### config.mk
export PLATFORM = sky130hd
export DESIGN_NAME = byte_port_with_slave_port_ctrl
export DESIGN_NICKNAME = d
export VERILOG_FILES = /design/src/design/byte_port_with_slave_port_ctrl.v
export VERILOG_INCLUDE_DIRS = /design/src /design/src/common
export SDC_FILE = /design/constraint.sdc
export NUM_CORES = 1
export LEC_CHECK = 0
export BUFFER_PORTS_ARGS = -buffer_cell sky130_fd_sc_hd__buf_2
export CORE_ASPECT_RATIO = 0.9
export CORE_MARGIN = 8
export CORE_UTILIZATION = 50
export CTS_BUF_LIST = sky130_fd_sc_hd__clkbuf_8 sky130_fd_sc_hd__clkbuf_16
export CTS_CLUSTER_SIZE = 30
export DETAILED_ROUTE_END_ITERATION = 6
export HOLD_SLACK_MARGIN = 0.08
export PLACE_DENSITY_LB_ADDON = 0.12
export SYNTH_ARGS = -nofsm -noshare
export SYNTH_HDL_FRONTEND = slang
export SYNTH_SLANG_ARGS = --single-unit
### constraint.sdc
create_clock -name sys_clk -period 3.8 [get_ports sys_clk]
set_clock_uncertainty 0.1 [all_clocks]
set_input_delay 0.76 -clock sys_clk [delete_from_list [all_inputs] [get_ports sys_clk]]
set_output_delay 0.76 -clock sys_clk [all_outputs]
set_load 0.01 [all_outputs]
### src/common/byte_port_regs.vh
/*
  Register map, field positions and reset values of the byte port
  with its three-pin companion port and slave byte port.
  Assumes a 32-bit classic Wishbone slave; byte address = 4 * index.
*/
`ifndef BYTE_PORT_REGS_VH
`define BYTE_PORT_REGS_VH

// ----------------------------------------------------------------
// Register indices (byte address is four times the index)
// ----------------------------------------------------------------
`define IDX_WIDE_PORT_PINS      8'h08
`define IDX_NARROW_PORT_PINS    8'h09
`define IDX_WIDE_PORT_DIRECTION 8'h88
`define IDX_NARROW_DIR_STATUS   8'h89
`define IDX_ANALOG_PIN_CONFIG   8'h9F
`define IDX_SLAVE_IRQ_FLAG      8'hA0

// ----------------------------------------------------------------
// Field positions
// ----------------------------------------------------------------
`define BIT_INBOUND_FULL        7
`define BIT_OUTBOUND_FULL       6
`define BIT_INBOUND_OVERRUN     5
`define BIT_SLAVE_PORT_SELECT   4
`define BIT_SLAVE_IRQ_FLAG      0
`define ANALOG_SELECT_MSB       3
`define ANALOG_CFG_MASK         8'hCF

// ----------------------------------------------------------------
// Reset values and widths
// ----------------------------------------------------------------
`define RST_WIDE_DIRECTION      8'hFF
`define RST_NARROW_DIRECTION    3'h7
`define RST_ANALOG_PIN_CONFIG   8'h00
`define RST_WIDE_LATCH          8'h00
`define RST_NARROW_LATCH        3'h0
`define WB_ADR_WIDTH            10
`define WB_IDX_MSB              9
`define WB_IDX_LSB              2
`define RST_WIDE_OE             8'h00
`define RST_NARROW_OE           3'h0
`define RST_BUS_DATA            32'h00000000
`define WIDE_PIN_COUNT          8
`define NARROW_PIN_COUNT        3
`define NARROW_DIR_MSB          2
`define STROBE_READ_BIT         0
`define STROBE_STORE_BIT        1
`define STROBE_SELECT_BIT       2

`endif

### src/design/byte_port_with_slave_port_ctrl.v
/*
  Eight-pin byte port and three-pin companion port with per-pin
  direction, analog pin masking on the companion port, and a slave
  byte port driven by an external 8-bit bus through active-low read,
  write and chip-select strobes on the companion pins.
  Assumes: a 25 MHz sys_clk, synchronous active-low nrst, a classic
  Wishbone master, and pin buffers resolved outside from out and oe.
*/
`timescale 1ns/1ns
`default_nettype none
`include "byte_port_regs.vh"

module byte_port_with_slave_port_ctrl #(
  parameter [3:0] DIGITAL_FIELD_CODE = 4'hF
) (
  input  wire                     sys_clk,
  input  wire                     nrst,
  input  wire                     wb_cyc_i,
  input  wire                     wb_stb_i,
  input  wire                     wb_we_i,
  input  wire [`WB_ADR_WIDTH-1:0] wb_adr_i,
  input  wire [3:0]               wb_sel_i,
  input  wire [31:0]              wb_dat_i,
  output reg  [31:0]              wb_dat_o,
  output reg                      wb_ack_o,
  input  wire [7:0]               wide_pins_in,
  output reg  [7:0]               wide_pins_out,
  output reg  [7:0]               wide_pins_oe,
  input  wire [2:0]               narrow_pins_in,
  output reg  [2:0]               narrow_pins_out,
  output reg  [2:0]               narrow_pins_oe,
  output reg                      slave_port_irq_flag
);

  // ----------------------------------------------------------------
  // Pin synchronisers, two flops per pin
  // ----------------------------------------------------------------
  localparam ALL_PINS = `WIDE_PIN_COUNT + `NARROW_PIN_COUNT;

  wire [ALL_PINS-1:0] pins_raw    = {narrow_pins_in, wide_pins_in};
  wire [ALL_PINS-1:0] pins_sync;
  wire [7:0]          wide_sync   = pins_sync[`WIDE_PIN_COUNT-1:0];
  wire [2:0]          narrow_sync = pins_sync[ALL_PINS-1:`WIDE_PIN_COUNT];

  genvar pin;

  generate
    for (pin = 0; pin < ALL_PINS; pin = pin + 1)
    begin : sync_bit
      reg meta;
      reg held;

      always @(posedge sys_clk)
      begin
        meta <= pins_raw[pin];
        held <= meta;
      end

      assign pins_sync[pin] = held;
    end
  endgenerate

  // ----------------------------------------------------------------
  // Control and status state
  // ----------------------------------------------------------------
  reg  [7:0] wide_latch;
  reg  [7:0] input_latch;
  reg  [7:0] wide_direction;
  reg  [2:0] narrow_latch;
  reg  [2:0] narrow_direction;
  reg        slave_port_select;
  reg        inbound_full;
  reg        outbound_full;
  reg        inbound_overrun;
  reg  [7:0] analog_pin_config;
  reg        write_active_q;
  reg        read_active_q;

  reg  [7:0] next_wide_latch;
  reg  [7:0] next_input_latch;
  reg  [7:0] next_wide_direction;
  reg  [2:0] next_narrow_latch;
  reg  [2:0] next_narrow_direction;
  reg        next_slave_port_select;
  reg        next_inbound_full;
  reg        next_outbound_full;
  reg        next_inbound_overrun;
  reg  [7:0] next_analog_pin_config;
  reg        next_irq_flag;
  reg  [31:0] next_dat;
  reg  [7:0] next_wide_oe;

  // ----------------------------------------------------------------
  // Strobe decode
  // ----------------------------------------------------------------
  wire [3:0] analog_select_field = analog_pin_config[`ANALOG_SELECT_MSB:0];
  wire       narrow_digital = (analog_select_field == DIGITAL_FIELD_CODE);
  wire       read_strobe_n  = narrow_sync[`STROBE_READ_BIT];
  wire       store_strobe_n = narrow_sync[`STROBE_STORE_BIT];
  wire       chip_select_n  = narrow_sync[`STROBE_SELECT_BIT];
  wire       write_active   = slave_port_select & ~chip_select_n
                              & ~store_strobe_n;
  wire       read_active    = slave_port_select & ~chip_select_n
                              & ~read_strobe_n;
  wire       write_end      = write_active_q & ~write_active;
  wire       read_end       = read_active_q & ~read_active;

  // ----------------------------------------------------------------
  // Bus decode
  // ----------------------------------------------------------------
  wire [7:0] bus_idx  = wb_adr_i[`WB_IDX_MSB:`WB_IDX_LSB];
  wire       bus_req  = wb_cyc_i & wb_stb_i;
  wire       bus_done = bus_req & wb_ack_o;
  wire       bus_wr   = bus_done & wb_we_i & wb_sel_i[0];
  wire       bus_rd   = bus_done & ~wb_we_i;
  wire [7:0] wdat     = wb_dat_i[7:0];

  wire [7:0] narrow_status = {inbound_full, outbound_full,
                              inbound_overrun, slave_port_select,
                              1'b0, narrow_direction};
  wire [2:0] narrow_read   = narrow_digital ? narrow_sync
                                            : 3'h0;

  // ----------------------------------------------------------------
  // Read data
  // ----------------------------------------------------------------
  always @*
  begin
    next_dat = 32'h00000000;
    case (bus_idx)
      `IDX_WIDE_PORT_PINS:
        next_dat[7:0] = slave_port_select ? input_latch : wide_sync;
      `IDX_NARROW_PORT_PINS:
        next_dat[2:0] = narrow_read;
      `IDX_WIDE_PORT_DIRECTION:
        next_dat[7:0] = wide_direction;
      `IDX_NARROW_DIR_STATUS:
        next_dat[7:0] = narrow_status;
      `IDX_ANALOG_PIN_CONFIG:
        next_dat[7:0] = analog_pin_config;
      `IDX_SLAVE_IRQ_FLAG:
        next_dat[`BIT_SLAVE_IRQ_FLAG] = slave_port_irq_flag;
      default:
        next_dat = 32'h00000000;
    endcase
  end

  // ----------------------------------------------------------------
  // Next state of registers and flags
  // ----------------------------------------------------------------
  always @*
  begin
    next_wide_latch        = wide_latch;
    next_input_latch       = input_latch;
    next_wide_direction    = wide_direction;
    next_narrow_latch      = narrow_latch;
    next_narrow_direction  = narrow_direction;
    next_slave_port_select = slave_port_select;
    next_inbound_full      = inbound_full;
    next_outbound_full     = outbound_full;
    next_inbound_overrun   = inbound_overrun;
    next_analog_pin_config = analog_pin_config;
    next_irq_flag          = slave_port_irq_flag;

    // Software writes and read side effects; clears go first
    if (bus_wr)
    begin
      case (bus_idx)
        `IDX_WIDE_PORT_PINS:
        begin
          next_wide_latch = wdat;
          if (slave_port_select)
            next_outbound_full = 1'b1;
        end
        `IDX_NARROW_PORT_PINS:
          next_narrow_latch = wdat[`NARROW_DIR_MSB:0];
        `IDX_WIDE_PORT_DIRECTION:
          next_wide_direction = wdat;
        `IDX_NARROW_DIR_STATUS:
        begin
          next_narrow_direction  = wdat[`NARROW_DIR_MSB:0];
          next_slave_port_select = wdat[`BIT_SLAVE_PORT_SELECT];
          next_inbound_overrun   = inbound_overrun
                                   & wdat[`BIT_INBOUND_OVERRUN];
        end
        `IDX_ANALOG_PIN_CONFIG:
          next_analog_pin_config = wdat & `ANALOG_CFG_MASK;
        `IDX_SLAVE_IRQ_FLAG:
          next_irq_flag = slave_port_irq_flag & wdat[`BIT_SLAVE_IRQ_FLAG];
        default:
          next_irq_flag = slave_port_irq_flag;
      endcase
    end
    if (bus_rd && bus_idx == `IDX_WIDE_PORT_PINS && slave_port_select)
      next_inbound_full = 1'b0;

    // External bus events; a set wins over a same-cycle clear
    if (write_active)
      next_input_latch = wide_sync;
    if (read_active && !(bus_wr && bus_idx == `IDX_WIDE_PORT_PINS))
      next_outbound_full = 1'b0;
    if (write_end)
    begin
      next_inbound_full = 1'b1;
      next_irq_flag     = 1'b1;
      if (inbound_full)
        next_inbound_overrun = 1'b1;
    end
    if (read_end)
      next_irq_flag = 1'b1;

    // Outside slave mode the full flags stay clear
    if (!next_slave_port_select)
    begin
      next_inbound_full  = 1'b0;
      next_outbound_full = 1'b0;
    end
  end

  // ----------------------------------------------------------------
  // Byte-port pin drive
  // ----------------------------------------------------------------
  always @*
  begin
    if (slave_port_select)
      next_wide_oe = {8{read_active}};
    else
      next_wide_oe = ~wide_direction;
  end

  // ----------------------------------------------------------------
  // Control and status registers
  // ----------------------------------------------------------------
  always @(posedge sys_clk)
  begin
    if (!nrst)
    begin
      wide_latch          <= `RST_WIDE_LATCH;
      input_latch         <= `RST_WIDE_LATCH;
      wide_direction      <= `RST_WIDE_DIRECTION;
      narrow_latch        <= `RST_NARROW_LATCH;
      narrow_direction    <= `RST_NARROW_DIRECTION;
      slave_port_select   <= 1'b0;
      inbound_full        <= 1'b0;
      outbound_full       <= 1'b0;
      inbound_overrun     <= 1'b0;
      analog_pin_config   <= `RST_ANALOG_PIN_CONFIG;
      slave_port_irq_flag <= 1'b0;
      write_active_q      <= 1'b0;
      read_active_q       <= 1'b0;
    end
    else
    begin
      wide_latch          <= next_wide_latch;
      input_latch         <= next_input_latch;
      wide_direction      <= next_wide_direction;
      narrow_latch        <= next_narrow_latch;
      narrow_direction    <= next_narrow_direction;
      slave_port_select   <= next_slave_port_select;
      inbound_full        <= next_inbound_full;
      outbound_full       <= next_outbound_full;
      inbound_overrun     <= next_inbound_overrun;
      analog_pin_config   <= next_analog_pin_config;
      slave_port_irq_flag <= next_irq_flag;
      write_active_q      <= write_active;
      read_active_q       <= read_active;
    end
  end

  // ----------------------------------------------------------------
  // Bus answer: one wait state, read data taken with the request
  // ----------------------------------------------------------------
  always @(posedge sys_clk)
  begin
    if (!nrst)
    begin
      wb_ack_o <= 1'b0;
      wb_dat_o <= `RST_BUS_DATA;
    end
    else
    begin
      wb_ack_o <= bus_req & ~wb_ack_o;
      if (bus_req && !wb_ack_o)
        wb_dat_o <= next_dat;
    end
  end

  // ----------------------------------------------------------------
  // Pin drivers
  // ----------------------------------------------------------------
  always @(posedge sys_clk)
  begin
    if (!nrst)
    begin
      wide_pins_out   <= `RST_WIDE_LATCH;
      wide_pins_oe    <= `RST_WIDE_OE;
      narrow_pins_out <= `RST_NARROW_LATCH;
      narrow_pins_oe  <= `RST_NARROW_OE;
    end
    else
    begin
      wide_pins_out   <= next_wide_latch;
      wide_pins_oe    <= next_wide_oe;
      narrow_pins_out <= next_narrow_latch;
      narrow_pins_oe  <= ~next_narrow_direction;
    end
  end

endmodule
`default_nettype wire

==> results by group, run 1 <==
Power
  • Clock power frac: 0.394
  • Sequential Power Share: 0.559
  • Switching power total: 0.389 mW
  • Pleak: 1.53 nW
  • Int Pwr: 1.24 mW
  • Logic pwr share: 0.046
  • VDD IR max: 273 uV
  • Pwr/cell area: 436 nW/um2
  • Switch share: 0.239

Clock network
  • Reg clk slew, reported paths: 0.09 ns
  • CTS Sinks: 85
  • Longest Clk Path Bufs: 2
  • CTS tree: done
  • CTS resizes: 0
  • Cts hold-fix bufs: 0
  • Post-CTS Setup Bufs: 0
  • Root Buffer: clkbuf_8
  • Worst skew pair latency: 0.36 ns
  • Number of buffers created by CTS: 9
  • H-tree levels: 3

Worst hold path
  • Hold path startpoint: sync_bit[2].meta
  • Hold EP: sync_bit[2].held
  • Hold Path Depth: 0
  • Worst min-delay path category: reg -> reg

Synth
  • Most frequent cell after synthesis: dfxtp_1
  • Synth unique cells: 46
  • Ys async rst share: 0
  • Post-synth top area share: 0.527
  • EDFF count, synth: 0
  • Syn Area/Cell: 10.3 um2
  • Gate Count Post-Synth: 315
  • YS warnings: 0
  • Yosys top cell by area: dfxtp_1
  • Top area cells in the synthesized netlist: dfxtp_1 (53%), mux2i_1 (9.9%), buf_4 (5.6%)
  • Seq/Total Area, Yosys: 0.527
  • Most used DFF post-synth: dfxtp_1
  • Syn Std Cell Area: 3230 um2
  • Synth top cells by count: dfxtp_1 (85), nand2_1 (39), mux2i_1 (32), nor2_1 (25), buf_4 (24)
  • Synth Register Bits: 85

Finish
  • Finished Layout Cells: 470
  • Share of cells above drive strength 1: 0.251
  • Final #Nets: 440
  • Layout overhead on the synthesized area: 15.8%
  • # diodes: 0

Critical path
  • RR Startpoint: wb_ack_o
  • Required @ worst endpoint: 3.92 ns
  • Critical path buffer and inverter count: 1
  • Crit path capture type: flop
  • Top delay family on crit path: simple AND/OR/NAND/NOR gates
  • Peak per-stage delay on the critical path: 0.77 ns
  • Worst Path Arrival: 2.72 ns
  • R2R Path End: inbound_full
  • CP startpoint kind: primary input
  • Critical path class: in -> reg
  • Slowest-stage cell, CP: nor4_4
  • Reg2reg setup slack: 1.62 ns
  • Worst setup path startpoint: wb_adr_i[2]
  • R2R cell count: 4
  • Crit path cell chain: buf_2 -> or4b_1 -> nor4_4 -> mux2i_1 -> nand2_1
  • Worst Path Max Fanout: 8

Global route
  • GRT Total Usage: 0.168
  • Largest net degree at the start of global routing: 26
  • GRT overflow: 0
  • First-pass GRT wire length: 12.1 mm
  • Number of global-route vias before repair: 2391
  • Initial antenna violation count: 0

Detailed routing
  • Drt first pass iters: 4
  • Antenna viol nets, final: 0
  • DR vias/cell: 5.12
  • Total number of vias: 2408
  • Wirelength per Cell: 16.1 um
  • Drt total wl: 7.55 mm
  • Drt first-iter violations: 175
  • DRC: 0

STA
  • Min cycle time layout: 2.59 ns
  • RSZ-0062 raised after global routing: no
  • Final Max Tran Viols: 0
  • Fin. Hold Viols: 0
  • Hold Slack: 0.232 ns
  • Max-slew headroom: 0.326
  • Max Freq: 386 MHz
  • Setup Total Neg Slack: 0 ns
  • Crit share post-route: 0.683
  • Slew of the pin with the lowest slew margin: 1.01 ns
  • Final Setup Violations: 0

Placed design
  • RD Place Congestion: 0.873
  • IO Port Bufs: 64
  • Dpl cells: 454
  • Post-DP HPWL: 5.65 mm

Floorplanning
  • DIE AREA: 9290 um2
  • Die H: 92.2 um
  • FP Rows: 27
  • Core footprint: 6180 um2
  • Die X: 101 um
  • Starting Density: 0.522
  • Ports: 118

Outcome
  • Outcome: finished, final reports clean

Flow run
  • Maxcap violations: 0
[layer usage]
layer | share of wire | track usage | up-vias | wire (um)
li1 | - | - | 1204 | -
met1 | 0.44 | 0.215 | 1095 | 3330
met2 | 0.44 | 0.249 | 99 | 3310
met3 | 0.11 | 0.0687 | 10 | 824
met4 | 0.012 | 0.0553 | 0 | 89
met5 | 0 | 0 | - | 0
[cells in the final DEF, fill, tap and decap left out, drive strengths merged, types with 3 or more instances in the layout]
cell,instances
nand2,39
nor4,5
mux2,5
and2,3
buf,67
conb,24
a222oi,5
o21ai,11
dfxtp,85
nor2,25
a21oi,12
clkbuf,9
and3,5
mux2i,32
nor4b,4
a221oi,5
nor3,4
inv,6
[sequential cells by signal, indices dropped and copies added (netlist names), 3 cells and up]
name,cells
analog_pin_config,6
input_latch,8
narrow_direction,3
narrow_pins_oe,3
narrow_pins_out,3
sync_bit.held,8
sync_bit.meta,11
wb_dat_o,8
wide_direction,8
wide_pins_oe,8
wide_pins_out,8
[logic make-up (layout without fill, tap and decap cells)]
kind of cell | count (synthesis) | count (layout) | share of synthesized area
other cells | 1 | 24 | 0.00116
compound gates | 49 | 49 | 0.108
mux | 37 | 37 | 0.117
buf+inv | 41 | 86 | 0.0767
flops | 85 | 85 | 0.527
simple gates | 102 | 102 | 0.171
[final cells by class]
type	count	area, um2
Multi-Input combinational cell	212	1370
Timing Repair Buffer	67	343
Fill cell	574	2440
Clock inverter	7	77.6
Inverter	3	11.3
Sequential cell	85	1700
Tap cell	87	109
Clock buffer	9	124
[worst max path at each step]
| stage | endpoint | slack, ns | cells after the start |
|---|---|---|---|
| finish | wide_direction[5] | 1.21 | 5 |
| global route | wide_direction[5] | 1.12 | 5 |
| CTS | wide_direction[5] | 1.23 | 5 |
| detailed placement | wide_direction[3] | 0.87 | 5 |
| global placement | wide_direction[6] | 0.86 | 5 |
| floorplan | wide_direction[1] | 1.27 | 5 |
[power groups by stage]
stage               Combinational [mW]  Sequential (mW)  Clock (mW)
detailed placement              0.0743            0.932           0
global placement                0.0733            0.932           0
global route                    0.0836            0.913       0.692
CTS                             0.0744            0.912       0.659
finish                          0.0757            0.911       0.643
floorplan                       0.0568            0.931           0
[metrics by stage]
stage / area (um2) / setup slack, ns / power [mW] / util
after floorplan: 3320 / 1.27 / 0.988 / -
after global placement: 3540 / 0.862 / 1.01 / 0.572
after detailed placement: 3540 / 0.867 / 1.01 / 0.572
after CTS: 3740 / 1.23 / 1.64 / 0.605
after global routing: 3740 / 1.12 / 1.69 / 0.605
final: 3740 / 1.21 / 1.63 / 0.605
Note: power is estimated with default switching activity, not from simulation.
==> run 2: changes to the inputs <==
Settings changed: CORE_UTILIZATION 50 to 49.
Clock period 3.8 ns to 2.5 ns, I/O delays scaled along.
==> results by group, run 2 (synthesized netlist as in run 1, its figures left out) <==
Outcome
  • Outcome: finished, final reports clean

STA
  • RSZ-0062 raised after global routing: no
  • Fin. Hold Viols: 0
  • Slew of the pin with the lowest slew margin: 0.753 ns
  • Crit share post-route: 0.841
  • Max Freq: 475 MHz
  • Hold Slack: 0.144 ns
  • Final Max Tran Viols: 0
  • Setup Total Neg Slack: 0 ns
  • Min cycle time layout: 2.10 ns
  • Max-slew headroom: 0.491
  • Final Setup Violations: 0

Critical path
  • R2R cell count: 5
  • Reg2reg setup slack: 0.52 ns
  • R2R Path End: narrow_direction[1]
  • Worst Path Max Fanout: 8
  • Top delay family on crit path: simple AND/OR/NAND/NOR gates
  • Stages on the worst setup path: 6
  • Crit path cell chain: buf_2 -> or4b_1 -> nor4_2 -> buf_4 -> mux2i_1 -> nor2_1
  • Critical path buffer and inverter count: 2
  • Required @ worst endpoint: 2.64 ns
  • Worst setup endpoint: wide_pins_out[3]
  • CP startpoint kind: primary input
  • Slowest-stage cell, CP: or4b_1
  • Worst Path Arrival: 2.24 ns
  • Crit path capture type: flop
  • Peak per-stage delay on the critical path: 0.69 ns
  • Critical path class: in -> reg
  • RR Startpoint: wb_ack_o
  • Worst setup path startpoint: wb_adr_i[2]

Finish
  • Share of cells above drive strength 1: 0.269
  • Post-route core utilization: 0.597
  • Layout overhead on the synthesized area: 19.9%
  • Final #Nets: 451
  • Final Instance Area: 3870 um2
  • Most frequent cells in the layout: dfxtp_1 (85), buf_2 (64), nand2_1 (39), mux2i_1 (32), nor2_1 (25)
  • Leading cell type in the layout, fill and taps excluded: dfxtp_1
  • # diodes: 0
  • Reg with most FFs: sync_bit.meta
  • Max reg flops: 11

Clock network
  • Worst skew pair latency: 0.35 ns
  • H-tree levels: 3
  • Post-CTS Setup Bufs: 0
  • CTS Sinks: 85
  • CTS resizes: 0
  • Longest Clk Path Bufs: 2
  • Cts hold-fix bufs: 0
  • Root Buffer: clkbuf_8
  • CTS tree: done
  • Reg clk slew, reported paths: 0.09 ns
  • Number of buffers created by CTS: 9

Detailed routing
  • DRC: 0
  • Antenna viol nets, final: 0
  • Drt first pass iters: 4
  • Drt first-iter violations: 163
  • DR vias/cell: 5.13
  • Wirelength per Cell: 15.9 um
  • Total number of vias: 2484
  • Drt total wl: 7.70 mm

Floorplanning
  • Ports: 118
  • Die X: 102 um
  • Core footprint: 6480 um2
  • Die H: 93.0 um
  • Starting Density: 0.498
  • DIE AREA: 9450 um2
  • FP Rows: 28

Global route
  • GRT Total Usage: 0.162
  • GRT overflow: 0
  • First-pass GRT wire length: 11.8 mm
  • Number of global-route vias before repair: 2379
  • Largest net degree at the start of global routing: 26
  • Initial antenna violation count: 0

Power
  • VDD IR max: 499 uV
  • Pwr/cell area: 680 nW/um2
  • Pleak: 1.61 nW
  • Overall power: 2.63 mW

Worst hold path
  • Hold path startpoint: narrow_pins_in[2]
  • Worst min-delay path category: in -> reg

Placed design
  • RD Place Congestion: 0.866
  • Post-DP HPWL: 5.78 mm
  • Placed Area: 3640 um2
  • IO Port Bufs: 64

Flow run
  • Maxcap violations: 0
## run 2: through the flow
stage / std cells / setup WS [ns]
finish: 484 / 0.396
global placement: 468 / 0.0555
global route: 484 / 0.354
floorplan: 338 / 0.234
detailed placement: 468 / 0.0627
CTS: 484 / 0.437
## run 2: power breakdown
| group | internal, mW | leakage, nW | switching [mW] |
|---|---|---|---|
| Clock | 0.660 | 0.125 | 0.469 |
| Combinational | 0.0397 | 0.793 | 0.0791 |
| Sequential | 1.38 | 0.694 | 0.00963 |
| Total | 2.07 | 1.61 | 0.557 |
## run 2: how the worst min path moves through the flow
stage                              endpoint  slack, ns  cells after the start
after floorplan               chip_select_n       0.21                      0
after global placement     sync_bit[5].held       0.21                      0
after detailed placement      chip_select_n       0.21                      0
after CTS                  sync_bit[2].meta       0.13                      1
after global routing       sync_bit[9].meta       0.12                      1
final                     sync_bit[10].meta       0.14                      1
## run 2: layout make-up
cell class | instances | area [um2]
clock buffer | 9 | 124
clock inverter | 7 | 113
fill | 592 | 2610
inverter | 3 | 11.3
multi-input combinational | 212 | 1370
sequential | 85 | 1700
tap | 90 | 113
timing repair buffer | 78 | 438
## run 2: metal layers
layer / vias to the layer above / GRT usage / wire [um]
met5: - / 0 / 0
met4: 0 / 0.0620 / 104
met3: 9 / 0.0646 / 663
met2: 89 / 0.238 / 3300
met1: 1167 / 0.208 / 3630
li1: 1219 / - / -
==> run 3: changes to the inputs <==
Settings changed: CORE_UTILIZATION 49 to 44.
Clock period 2.5 ns to 1.9 ns, I/O delays scaled along.
==> results by group, run 3 (synthesized netlist as in run 1, its figures left out) <==
Critical path
  • RR Startpoint: wb_ack_o
  • Required @ worst endpoint: 2.05 ns
  • Worst setup path startpoint: wb_adr_i[7]
  • Slowest-stage cell, CP: or4_4
  • Critical path class: in -> reg
  • Crit path cell chain: buf_2 -> or4_4 -> buf_4 -> a21oi_1 -> o31ai_1 -> a221oi_1
  • CP startpoint kind: primary input
  • Top delay family on crit path: compound AO/OA/AOI/OAI gates
  • Worst Path Max Fanout: 4
  • Worst Path Arrival: 1.97 ns
  • Crit path capture type: flop
  • Critical path buffer and inverter count: 2
  • Peak per-stage delay on the critical path: 0.58 ns

Worst hold path
  • Worst min-delay path category: in -> reg
  • Hold path startpoint: wb_dat_i[3]

Flow run
  • Maxcap violations: 0

Detailed routing
  • DR vias/cell: 4.98
  • Drt total wl: 8.36 mm
  • Drt first-iter violations: 160
  • Wirelength per Cell: 16.0 um
  • Total number of vias: 2604
  • DRC: 0
  • Drt first pass iters: 4
  • Antenna viol nets, final: 0

Finish
  • Finished Layout Cells: 523
  • # diodes: 0
  • Reg with most FFs: sync_bit.meta
  • Max reg flops: 11
  • Final Instance Area: 4140 um2
  • Share of cells above drive strength 1: 0.307
  • Final #Nets: 487
  • Fill count: 653
  • Most frequent cells in the layout: dfxtp_1 (85), buf_2 (64), nand2_1 (39), buf_4 (39), mux2i_1 (32)
  • Leading cell type in the layout, fill and taps excluded: dfxtp_1
  • Layout overhead on the synthesized area: 28.1%

STA
  • Slew of the pin with the lowest slew margin: 0.496 ns
  • Hold Slack: 0.171 ns
  • Fin. Hold Viols: 0
  • Worst setup margin: 0.0774 ns
  • Final Max Tran Viols: 0
  • Final Setup Violations: 0
  • Min cycle time layout: 1.82 ns
  • Crit share post-route: 0.959
  • RSZ-0062 raised after global routing: no
  • Max-slew headroom: 0.667
  • Max Freq: 549 MHz

Global route
  • Number of global-route vias before repair: 2660
  • Initial antenna violation count: 0
  • GRT Total Usage: 0.163
  • First-pass GRT wire length: 13.3 mm
  • GRT overflow: 0
  • Largest net degree at the start of global routing: 25

Clock network
  • Root Buffer: clkbuf_8
  • Reg clk slew, reported paths: 0.08 ns
  • Worst skew pair latency: 0.36 ns
  • Longest Clk Path Bufs: 2
  • H-tree levels: 3
  • Number of buffers created by CTS: 9
  • CTS tree: done
  • CTS Sinks: 85

Floorplanning
  • Die X: 106 um
  • FP Rows: 29
  • Ports: 118
  • Starting Density: 0.456
  • DIE AREA: 10300 um2
  • Core footprint: 7080 um2
  • Die H: 97.3 um

Power
  • Pleak: 1.78 nW
  • Overall power: 3.22 mW
  • VDD IR max: 619 uV
  • Pwr/cell area: 778 nW/um2

Placed design
  • IO Port Bufs: 64
  • Post-DP HPWL: 6.39 mm
  • Setup WS pre-CTS: -0.337 ns
  • Placed Area: 3820 um2
  • Dpl cells: 496
  • RD Place Congestion: 0.872

Outcome
  • Outcome: finished, final reports clean
run 3: what timing repair did:
item / 4_1_cts / 5_1_grt
setup buffers: 0 / 0
endpoints found under the hold margin: 11 / 0
gates resized for setup: 0 / 3
setup endpoints to repair: 0 / 11
hold buffers: 11 / 0
run 3: final timing paths:
kind / slack, ns / cells after the start / endpoint
max: 0.08 / 6 / wb_dat_o[3]
min: 0.17 / 3 / wide_direction[3]
max reg2reg: 0.10 / 6 / analog_pin_config[2]
min reg2reg: 0.23 / 0 / sync_bit[3].held
run 3: power by group:
part | internal, mW | switching, mW | total (mW) | leakage [nW]
Clock | 0.605 | 0.590 | 1.19 | 0.109
Sequential | 1.81 | 0.0136 | 1.82 | 0.694
Combinational | 0.0850 | 0.115 | 0.200 | 0.976
Total | 2.50 | 0.718 | 3.22 | 1.78
run 3: area by class of cell:
| cell class | instances | area, um2 | area share |
|---|---|---|---|
| Clock inverter | 3 | 11.3 | 0.00272 |
| Timing Repair Buffer | 114 | 723 | 0.175 |
| Multi-Input combinational cell | 212 | 1390 | 0.337 |
| Tap cell | 93 | 116 | 0.0281 |
| Clock buffer | 13 | 179 | 0.0433 |
| Sequential cell | 85 | 1700 | 0.411 |
| Inverter | 3 | 11.3 | 0.00272 |
run 3: metal layers:
metal  track usage  vias up  wire [um]
met5             0        -          0
met4        0.0746        0        125
met3        0.0577       16        714
met2         0.249       95       3700
met1         0.201     1198       3820
li1              -     1295          -
run 3: worst register-to-register path, cell delays in order (launching register included):
cell	delay (ns)
dfxtp_1	0.36
nand3_1	0.18
buf_4	0.23
nor4_2	0.31
buf_4	0.24
mux2i_1	0.22
nor2_1	0.05
run 3: per-stage QoR:
stage	setup TNS [ns]	utilization
after detailed placement	-9.46	0.540
after CTS	0	0.582
final	0	0.584
after global placement	-8.86	0.540
after global routing	0	0.584
after floorplan	-3.44	-
